===== src/shared/hfc_regs.svh =====
// register offsets, field positions, reset values and masks of the host irq / feature block
`ifndef HFC_REGS_SVH
`define HFC_REGS_SVH

// ************************************************************
// register offsets
// ************************************************************
`define HFC_OFS_STS         8'h50
`define HFC_OFS_IRQ_EN      8'h51
`define HFC_OFS_FEAT        8'h52

// ************************************************************
// status / enable bit positions (shared layout)
// ************************************************************
`define HFC_B_XFER_DONE     0
`define HFC_B_OVERRUN       1
`define HFC_B_SEL_PHASE     2
`define HFC_B_HOST_RST      4
`define HFC_B_SUMMARY       7
`define HFC_IRQ_EN_MASK     8'h17

// ************************************************************
// feature control / status bit positions
// ************************************************************
`define HFC_F_MEM_OE_DIS    0
`define HFC_F_MS_EN         1
`define HFC_F_MS_SLAVE      2
`define HFC_F_CS2_MODE      3
`define HFC_F_DMA_GATE      4
`define HFC_F_DMA_MIRROR    5
`define HFC_F_CMP_DIS       6
`define HFC_F_TEST          7
`define HFC_FEAT_WR_MASK    8'hdf

// ************************************************************
// reset values
// ************************************************************
`define HFC_RST_STS         8'h00
`define HFC_RST_IRQ_EN      8'h00
`define HFC_RST_FEAT        8'h00
`define HFC_RD_UNMAPPED     8'h00

`endif


===== src/shared/hfc_pkg.sv =====
// types shared by the host irq / feature block
package hfc_pkg;

  typedef logic [7:0]  hfc_byte_t;
  typedef logic [15:0] hfc_ptr_t;

  // register selected by a bus address
  typedef enum logic [1:0] {
    HFC_SEL_NONE = 2'b00,
    HFC_SEL_STS  = 2'b01,
    HFC_SEL_EN   = 2'b10,
    HFC_SEL_FEAT = 2'b11
  } hfc_sel_t;

endpackage : hfc_pkg


===== src/logic/hfc_pin_sync.sv =====
// three-stage pin synchroniser that accepts a change once stages two and three agree
`timescale 1ns/1ps
module hfc_pin_sync (
  // clock and reset
  input  wire logic clk_sys_i,
  input  wire logic rstn_i,
  // pin and its clean level
  input  wire logic pin_i,
  output logic      level_o
);

  logic s1_r;
  logic s2_r;
  logic s3_r;

  // shift chain, first stage read only by the second
  always_ff @(posedge clk_sys_i) begin
    if (!rstn_i) begin
      s1_r <= 1'b0;
      s2_r <= 1'b0;
      s3_r <= 1'b0;
    end else begin
      s1_r <= pin_i;
      s2_r <= s1_r;
      s3_r <= s2_r;
    end
  end

  // take the level once two stages agree
  always_ff @(posedge clk_sys_i) begin
    if (!rstn_i) begin
      level_o <= 1'b0;
    end else if (s2_r == s3_r) begin
      level_o <= s3_r;
    end
  end

endmodule : hfc_pin_sync


===== src/logic/hfc_top.sv =====
// host interrupt enable and feature control registers with status, gating and pin steering
`timescale 1ns/1ps
`include "hfc_regs.svh"

// What this block does
// - both registers clear only on local reset; host reset leaves them alone
// - enable bit 0 lets transfer-done status pull the interrupt low
// - enable bit 1 lets overrun/underrun status pull the interrupt low
// - enable bit 2 lets selection-phase status pull the interrupt low
// - enable bit 4 lets host-reset status pull the interrupt low
// - feature bit 0 holds buffer memory output enable deasserted
// - 16-bit mode with bit 1: master answers drive 0, slave drive 1
// - diagnostic command answered by both drives, status reported by master only
// - feature bit 2 low means master, high means slave
// - feature bit 3 in 16-bit mode turns shared pin into second chip select, else address 9
// - feature bit 4 lets fixed-disk bit 0 gate the host dma channel
// - feature bit 5 reads fixed-disk bit 0 and ignores writes
// - feature bit 6 stops pointer compare until upper stop byte written
// - reading status clears all bits but summary bit 7
// - transfer done sets when stop pointer equals active address pointer
module hfc_top
  import hfc_pkg::*;
(
  // clock and reset
  input  wire logic      clk_sys_i,
  input  wire logic      rstn_i,
  // register port
  input  wire hfc_byte_t reg_addr_i,
  input  wire hfc_byte_t reg_wdata_i,
  input  wire logic      reg_wr_i,
  input  wire logic      reg_rd_i,
  output hfc_byte_t      reg_rdata_o,
  // status event sources
  input  wire logic      overrun_evt_i,
  input  wire logic      sel_phase_evt_i,
  input  wire logic      host_rst_pin_i,
  input  wire logic      fmt_irq_any_i,
  // stop pointer compare
  input  wire hfc_ptr_t  stop_ptr_i,
  input  wire hfc_ptr_t  addr_ptr_i,
  input  wire logic      ptr_active_i,
  input  wire logic      stop_hi_wr_i,
  output logic           stop_cmp_en_o,
  // host mode context
  input  wire logic      at16_mode_i,
  input  wire logic      dma_mode_i,
  input  wire logic      host_dma_en_mirror_i,
  input  wire logic      drive_sel_i,
  input  wire logic      diag_cmd_i,
  // shared host pin
  input  wire logic      shared_pin_i,
  output logic           host_second_chip_sel_n_o,
  output logic           host_addr9_o,
  // buffer memory strobe
  input  wire logic      mem_oe_req_n_i,
  output logic           buffer_mem_out_en_n_o,
  // host side results
  output logic           drive_resp_o,
  output logic           status_report_en_o,
  output logic           host_dma_chan_en_o,
  // interrupt
  output logic           int_n_o
);

  // ************************************************************
  // address decode
  // ************************************************************
  function automatic hfc_sel_t reg_sel(input hfc_byte_t a);
    if (a == `HFC_OFS_STS) begin
      return HFC_SEL_STS;
    end else if (a == `HFC_OFS_IRQ_EN) begin
      return HFC_SEL_EN;
    end else if (a == `HFC_OFS_FEAT) begin
      return HFC_SEL_FEAT;
    end
    return HFC_SEL_NONE;
  endfunction : reg_sel

  logic wr_sts;
  logic wr_en;
  logic wr_feat;
  logic rd_sts;

  assign wr_sts  = reg_wr_i && (reg_sel(reg_addr_i) == HFC_SEL_STS);
  assign wr_en   = reg_wr_i && (reg_sel(reg_addr_i) == HFC_SEL_EN);
  assign wr_feat = reg_wr_i && (reg_sel(reg_addr_i) == HFC_SEL_FEAT);
  assign rd_sts  = reg_rd_i && (reg_sel(reg_addr_i) == HFC_SEL_STS);

  // ************************************************************
  // pin synchronisers
  // ************************************************************
  logic [1:0] pin_raw;
  logic [1:0] pin_lvl;
  logic       host_rst_lvl;
  logic       shared_lvl;

  assign pin_raw      = {shared_pin_i, host_rst_pin_i};
  assign host_rst_lvl = pin_lvl[0];
  assign shared_lvl   = pin_lvl[1];

  genvar gi;
  generate
    for (gi = 0; gi < 2; gi++) begin : g_sync
      hfc_pin_sync u_sync (
        .clk_sys_i (clk_sys_i),
        .rstn_i    (rstn_i),
        .pin_i     (pin_raw[gi]),
        .level_o   (pin_lvl[gi])
      );
    end
  endgenerate

  // ************************************************************
  // control registers
  // ************************************************************
  hfc_byte_t en_r;
  hfc_byte_t feat_r;
  hfc_byte_t sts_r;
  hfc_byte_t sts_set;
  hfc_byte_t sts_clr;
  hfc_byte_t sts_nxt;
  hfc_byte_t feat_rd;

  // enable register, reserved bits never stored, only local reset clears
  always_ff @(posedge clk_sys_i) begin
    if (!rstn_i) begin
      en_r <= `HFC_RST_IRQ_EN;
    end else if (wr_en) begin
      en_r <= reg_wdata_i & `HFC_IRQ_EN_MASK;
    end
  end

  // feature register; bit 5 is a live mirror, bit 6 self-clears on stop byte load
  always_ff @(posedge clk_sys_i) begin
    if (!rstn_i) begin
      feat_r <= `HFC_RST_FEAT;
    end else if (wr_feat) begin
      feat_r <= reg_wdata_i & `HFC_FEAT_WR_MASK;
    end else if (stop_hi_wr_i) begin
      feat_r[`HFC_F_CMP_DIS] <= 1'b0;
    end
  end

  assign feat_rd = {feat_r[7:6], host_dma_en_mirror_i, feat_r[4:0]};

  // ************************************************************
  // status flags
  // ************************************************************
  logic cmp_hit;

  assign cmp_hit = ptr_active_i && !feat_r[`HFC_F_CMP_DIS] && (stop_ptr_i == addr_ptr_i);

  // event sets, read clear and write-one clear; a set beats a clear
  always_comb begin
    sts_set                    = 8'h00;
    sts_set[`HFC_B_XFER_DONE]  = cmp_hit;
    sts_set[`HFC_B_OVERRUN]    = overrun_evt_i;
    sts_set[`HFC_B_SEL_PHASE]  = sel_phase_evt_i;
    sts_set[`HFC_B_HOST_RST]   = host_rst_lvl;
    sts_clr                    = rd_sts ? 8'hff : 8'h00;
    if (wr_sts) begin
      sts_clr = sts_clr | reg_wdata_i;
    end
    sts_nxt = ((sts_r & ~sts_clr) | sts_set) & `HFC_IRQ_EN_MASK;
  end

  // sticky status, summary bit kept out of storage
  always_ff @(posedge clk_sys_i) begin
    if (!rstn_i) begin
      sts_r <= `HFC_RST_STS;
    end else begin
      sts_r <= sts_nxt;
    end
  end

  // ************************************************************
  // interrupt output
  // ************************************************************
  // or of gated flags, active low
  always_ff @(posedge clk_sys_i) begin
    if (!rstn_i) begin
      int_n_o <= 1'b1;
    end else begin
      int_n_o <= ~|(sts_nxt & en_r);
    end
  end

  // ************************************************************
  // read port
  // ************************************************************
  // data one cycle after the read strobe
  always_ff @(posedge clk_sys_i) begin
    if (!rstn_i) begin
      reg_rdata_o <= `HFC_RD_UNMAPPED;
    end else if (reg_rd_i) begin
      unique case (reg_sel(reg_addr_i))
        HFC_SEL_STS:  reg_rdata_o <= {fmt_irq_any_i, sts_r[6:0]};
        HFC_SEL_EN:   reg_rdata_o <= en_r;
        HFC_SEL_FEAT: reg_rdata_o <= feat_rd;
        HFC_SEL_NONE: reg_rdata_o <= `HFC_RD_UNMAPPED;
      endcase
    end
  end

  // ************************************************************
  // feature outputs
  // ************************************************************
  logic ms_on;
  logic is_slave;
  logic drv_match;

  assign ms_on     = at16_mode_i && feat_r[`HFC_F_MS_EN];
  assign is_slave  = feat_r[`HFC_F_MS_SLAVE];
  assign drv_match = (drive_sel_i == is_slave);

  // buffer strobe suppression and pointer compare enable
  always_ff @(posedge clk_sys_i) begin
    if (!rstn_i) begin
      buffer_mem_out_en_n_o <= 1'b1;
      stop_cmp_en_o         <= 1'b1;
    end else begin
      buffer_mem_out_en_n_o <= mem_oe_req_n_i | feat_r[`HFC_F_MEM_OE_DIS];
      stop_cmp_en_o         <= !feat_r[`HFC_F_CMP_DIS];
    end
  end

  // drive response and status report under daisy chaining
  always_ff @(posedge clk_sys_i) begin
    if (!rstn_i) begin
      drive_resp_o       <= 1'b1;
      status_report_en_o <= 1'b1;
    end else if (ms_on) begin
      drive_resp_o       <= diag_cmd_i | drv_match;
      status_report_en_o <= diag_cmd_i ? !is_slave : drv_match;
    end else begin
      drive_resp_o       <= 1'b1;
      status_report_en_o <= 1'b1;
    end
  end

  // shared pin steering
  always_ff @(posedge clk_sys_i) begin
    if (!rstn_i) begin
      host_second_chip_sel_n_o <= 1'b1;
      host_addr9_o             <= 1'b0;
    end else if (at16_mode_i && feat_r[`HFC_F_CS2_MODE]) begin
      host_second_chip_sel_n_o <= shared_lvl;
      host_addr9_o             <= 1'b0;
    end else begin
      host_second_chip_sel_n_o <= 1'b1;
      host_addr9_o             <= shared_lvl;
    end
  end

  // dma channel enable, optionally gated by the fixed-disk bit
  always_ff @(posedge clk_sys_i) begin
    if (!rstn_i) begin
      host_dma_chan_en_o <= 1'b0;
    end else begin
      host_dma_chan_en_o <= at16_mode_i && dma_mode_i &&
                            (!feat_r[`HFC_F_DMA_GATE] || host_dma_en_mirror_i);
    end
  end
endmodule : hfc_top


===== config.mk =====
export PLATFORM = sky130hd
export DESIGN_NAME = hfc_top
export DESIGN_NICKNAME = d
export VERILOG_FILES = /design/src/shared/hfc_pkg.sv /design/src/logic/hfc_pin_sync.sv /design/src/logic/hfc_top.sv
export VERILOG_INCLUDE_DIRS = /design/src /design/src/shared
export SDC_FILE = /design/constraint.sdc
export NUM_CORES = 1
export LEC_CHECK = 0
export CAP_MARGIN = 30
export CORE_MARGIN = 2
export CORE_UTILIZATION = 50
export CTS_CLUSTER_DIAMETER = 200
export DETAILED_ROUTE_END_ITERATION = 10
export DONT_BUFFER_PORTS = 1
export HOLD_SLACK_MARGIN = 0.1
export PLACE_DENSITY = 0.67
export REMOVE_ABC_BUFFERS = 1
export SYNTH_ARGS = -nofsm -noshare
export SYNTH_HDL_FRONTEND = slang
export SYNTH_HIERARCHICAL = 1
export SYNTH_SLANG_ARGS = --single-unit

===== constraint.sdc =====
create_clock -name clk_sys_i -period 2.3 [get_ports clk_sys_i]
set_input_delay 0.345 -clock clk_sys_i [delete_from_list [all_inputs] [get_ports clk_sys_i]]
set_output_delay 0.345 -clock clk_sys_i [all_outputs]
set_load 0.01 [all_outputs]

==> results.md <==
- The flow ran to the end, and the final reports show no timing, DRC or antenna violations.
- The setup check on the worst reg-to-reg path leaves a slack of 970 ps.
- The area share of fa/ha/maj cells after synthesis is 0.
- The wire length of the first global-routing pass is 6237 microns.
- The synthesized area per cell is 9.586 sq um.
- The total power divided by cell area is 609.7 nW/um^2.
- The leakage power figure is between 0.7 and 0.8 nW.
- The worst setup path is captured at a flop.
- The sum of buffers and inverters on the critical path is 0.
- The clock sink count is 39.
- The clock input transition at the sequential cells of the worst setup and hold paths is approximately 120 ps.
- The simple-gate share of the synthesized area is 0.2320.
- The placed cell area is 1834 sq um.
- Once layout is done, the placed cells without fillers occupy roughly 2000 sq um.
- From synthesis to final layout, the design area changed by 10.70%.
- The die is about 64 microns wide.
- The detail-routed via count per cell is 5.598.
- The final-layout setup total negative slack is 0 ps.
- The startpoint of the most critical register-to-register path is sts_r[1]$_SDFF_PN0_.
- Setup violations remaining at the end of the flow were counted as 0.
- Setup repair after global routing left no endpoint under its margin.
- The number of input and output port buffers inserted is 0.
- The worst min-delay path category is primary input to flop.
- After the last flow step, the layout net total stands at 262.
- The portion of synthesized area spent on multiplexers is 0.07735.
- The number of hold-slack violations in the final timing report is 0.
- The post-synthesis compound-gate area fraction is 0.1367.
- During synthesis, Yosys emitted a total of 6 warnings.
- For the worst setup path, the data required time is about 2500 ps.
- The clock tree skew after final layout is 2.315 ps.
- Data on the critical path arrives at its endpoint at 1780 ps.
- Across the run, the number of max-cap violations was 0.
- The core outline area is 3416 sq um.
- TritonCTS built the clock tree.
- At the end of the flow the core is filled with cells to 0.5872.
- The total length of routed wires is 3759 microns.
- The count of unique library cells instantiated by Yosys is 39.
- The number of remaining DRC errors is 0.
- The hold path startpoint is rstn_i.
- VDD sags by at most 0.2599 mV.
- The via count of the first global-routing pass is roughly 1400.
- After filler insertion, the fill cell instance count of the layout stands at 319.
- The worst setup slack after placement is 394.1 ps.
- The antenna cell count is 0.
- The global router's overall resource usage is 0.1987.
- Wire segments on met2 add up to 1869 microns in the final route.
- The top layer used by detailed routing is met4.
- The longest individual stage delay on the worst path is 400 ps.
- The detailed router finished its first iteration with 105 violations.
- The highest clock rate is ~0.65 GHz.
- The half-perimeter wire length of the detailed placement result is 2748 microns.
- The initial core utilization is 0.5304.
- The detail route stage leaves a number of antenna-violating nets equal to 0.
- The category of the critical setup timing path is primary input to flop.
- Global routing finished with a remaining overflow of 0.
- The cell type of the slowest stage on the worst timing path is sky130_fd_sc_hd__and3b_1.
- The number of antenna violations at the first check in global routing came to 0.
- The sequential share of the synthesized area is 0.4309.
- The CTS root buffer is sky130_fd_sc_hd__clkbuf_4.
- Summing internal, switching and leakage power gives 1.223 mW.
- In this run, post-CTS repair resized a total of 0 instances.
- Counting flops and latches in the post-synthesis netlist gives 39.
- The clock latency reported for the late side of the worst-skew pair is 340 ps.
- The area of the mapped netlist is 1812 sq um.
- The final worst setup slack is 766.9 ps.
- After synthesis, the largest family of logic cells by area is simple AND/OR/NAND/NOR gates.
- The met1 wire length is 1492 microns.
- The number of pins with negative max-slew slack in the final report is 0.
- The routed via count is between 1000 and 1500.
- The per-cell routed wire length is 15.41 microns.
- STA classifies the critical path startpoint as a primary input.
- Of the available clock period, the critical path in the final layout requires 0.6666.
- For this design, the CTS-stage hold fixing added 9 buffers.
- Of the total synthesized cell area, the portion taken by XOR and XNOR cells is 0.08702.
- The number of cells produced by synthesis is 189.
- In the final layout, flip-flops and latches occupy 780.7 sq um.
- The most critical setup path has its startpoint at reg_addr_i[7].
- The cell type group with the largest total delay on the critical path is simple AND/OR/NAND/NOR gates.
- The number of setup buffers added after CTS is 0.
- The number of search-and-repair iterations in the first detailed-routing pass is 4.
- The largest net degree at the start of global routing is 28.
- The floorplan step defined a die boundary enclosing 4121 sq um.
- The routability-driven placement congestion ratio is between 0.7 and 0.8.
- The met3 routed wirelength is 330 microns.
- The H-tree was split into 2 levels.
- Walking the worst path, the cells encountered are nor4b_4 -> and3b_1 -> nand3_1 -> mux2i_1 -> nor2b_1.
- The worst pin sits at a relative slew slack of 0.6292.
- The number of buffers created by CTS is 5.
- The floorplan has 21 rows.
- The ratio of cells with drive above 1 in the final layout is 0.08081.
- The final period demand of the worst path is 1533 ps.
- The critical-path maximum fanout is 8.
- The combined area of the multi-input logic cells is roughly 970 sq um.
- The die is 64.20 microns tall.
- The boundary pin count is 81.
- The number of buffers on the longest clock path is 2.
- The actual slew at the worst max-slew pin is 554.3 ps.
-- registers in the layout, indices dropped and copies added, names as in the netlist, 2 cells and up --
name and flops:
sts_r 4, g_sync.u_sync/s1_r 2, g_sync.u_sync/level_o 2, g_sync.u_sync/s3_r 2
en_r 4, reg_rdata_o 8, g_sync.u_sync/s2_r 2, feat_r 7
-- final timing paths --
path | endpoint | cells past startpoint
max | feat_r[0]$_SDFFE_PN0P_ | 5
max reg2reg | int_n_o$_SDFF_PN1_ | 4
min | reg_rdata_o[0]$_SDFFE_PN0P_ | 1
min reg2reg | g_sync[0].u_sync/s2_r$_SDFF_PN0_ | 1
-- where the power goes --
group	leakage, nW	total (mW)	switching [mW]	internal [mW]
combinational	0.418	0.0741	0.0271	0.0471
clock	0.0452	0.460	0.231	0.229
sequential	0.316	0.689	0.00492	0.684
total	0.780	1.22	0.263	0.960
-- cell usage after synthesis --
cell	count	area share
sky130_fd_sc_hd__dfxtp_1	39	0.43
sky130_fd_sc_hd__xor2_1	15	0.073
sky130_fd_sc_hd__mux2i_1	14	0.077
sky130_fd_sc_hd__a21oi_1	11	0.030
sky130_fd_sc_hd__nor2b_1	11	0.038
sky130_fd_sc_hd__and2_1	10	0.035
sky130_fd_sc_hd__clkbuf_1	7	0.015
sky130_fd_sc_hd__nand2_1	7	0.015
sky130_fd_sc_hd__nand4_1	7	0.024
sky130_fd_sc_hd__inv_1	6	0.012
sky130_fd_sc_hd__nor2_1	6	0.012
sky130_fd_sc_hd__o21a_1	5	0.021
sky130_fd_sc_hd__a21boi_0	4	0.017
sky130_fd_sc_hd__nand2b_1	4	0.014
sky130_fd_sc_hd__o22ai_1	4	0.014
sky130_fd_sc_hd__nand3_1	3	0.0083
sky130_fd_sc_hd__nand4b_1	3	0.015
sky130_fd_sc_hd__nor4_1	3	0.010
sky130_fd_sc_hd__o21ai_0	3	0.0083
sky130_fd_sc_hd__xnor2_1	3	0.015
sky130_fd_sc_hd__a21boi_1	2	0.0083
sky130_fd_sc_hd__and2_2	2	0.0083
sky130_fd_sc_hd__nor4b_4	2	0.026
sky130_fd_sc_hd__o21ai_1	2	0.0055
sky130_fd_sc_hd__o311a_1	2	0.011
sky130_fd_sc_hd__a31oi_1	1	0.0035
sky130_fd_sc_hd__and3b_1	1	0.0048
sky130_fd_sc_hd__buf_2	1	0.0028
sky130_fd_sc_hd__buf_6	1	0.0062
sky130_fd_sc_hd__nand2_2	1	0.0035
sky130_fd_sc_hd__nand3b_1	1	0.0041
sky130_fd_sc_hd__nor3_1	1	0.0028
sky130_fd_sc_hd__o2111ai_1	1	0.0048
sky130_fd_sc_hd__o221ai_1	1	0.0048
sky130_fd_sc_hd__o31a_1	1	0.0048
sky130_fd_sc_hd__o31ai_1	1	0.0041
sky130_fd_sc_hd__or2_2	1	0.0035
sky130_fd_sc_hd__or3_1	1	0.0035
sky130_fd_sc_hd__or3b_2	1	0.0048
-- cell type report --
cell class                 count  area share
sequential                    39      0.3893
timing repair buffer          10     0.04866
clock buffer                   5     0.01871
multi-input combinational    135      0.4816
clock inverter                 3     0.02183
inverter                       6     0.01123
tap                           46     0.02870
-- cell families after synthesis --
logic type,count (synthesis)
xor+xnor,18
compound gates,38
flops,39
buf+inv,15
simple gates,65
mux,14
-- metrics by stage --
step	hold WS, ps	cells
after floorplan	379.5	180
after global placement	409.2	227
after detailed placement	415.0	227
after CTS	100.8	244
after global routing	105.5	244
final	124.7	244
-- layout by cell type, fill, tap and decap left out, drive strengths merged, types with 2 or more instances in the layout --
cell type and n:
nor4b 2, a21boi 6, o311a 2, xor2 15, clkbuf 5, nor2b 11
nand4b 3, dfxtp 39, nand4 7, mux2i 14, o21a 5, dlygate4sd3 9
xnor2 3, and2 12, o22ai 4, nor4 3, o21ai 5, nor2 6
nand2b 4, inv 6, nand2 8, nand3 3, a21oi 11, clkinv 2
-- worst register-to-register path, cell delays in order (launching register included) --
cell and delay, ps:
sky130_fd_sc_hd__dfxtp_1 340, sky130_fd_sc_hd__or2_2 300, sky130_fd_sc_hd__o311a_1 120, sky130_fd_sc_hd__or3_1 360
sky130_fd_sc_hd__a21oi_1 150
-- metal layers --
metal / GRT usage / up-vias
met5: 0 / -
met4: 0.09574 / 0
met3: 0.07218 / 6
met2: 0.3346 / 61
met1: 0.2211 / 620
li1: - / 679
Power figures use the tool's default switching activity.
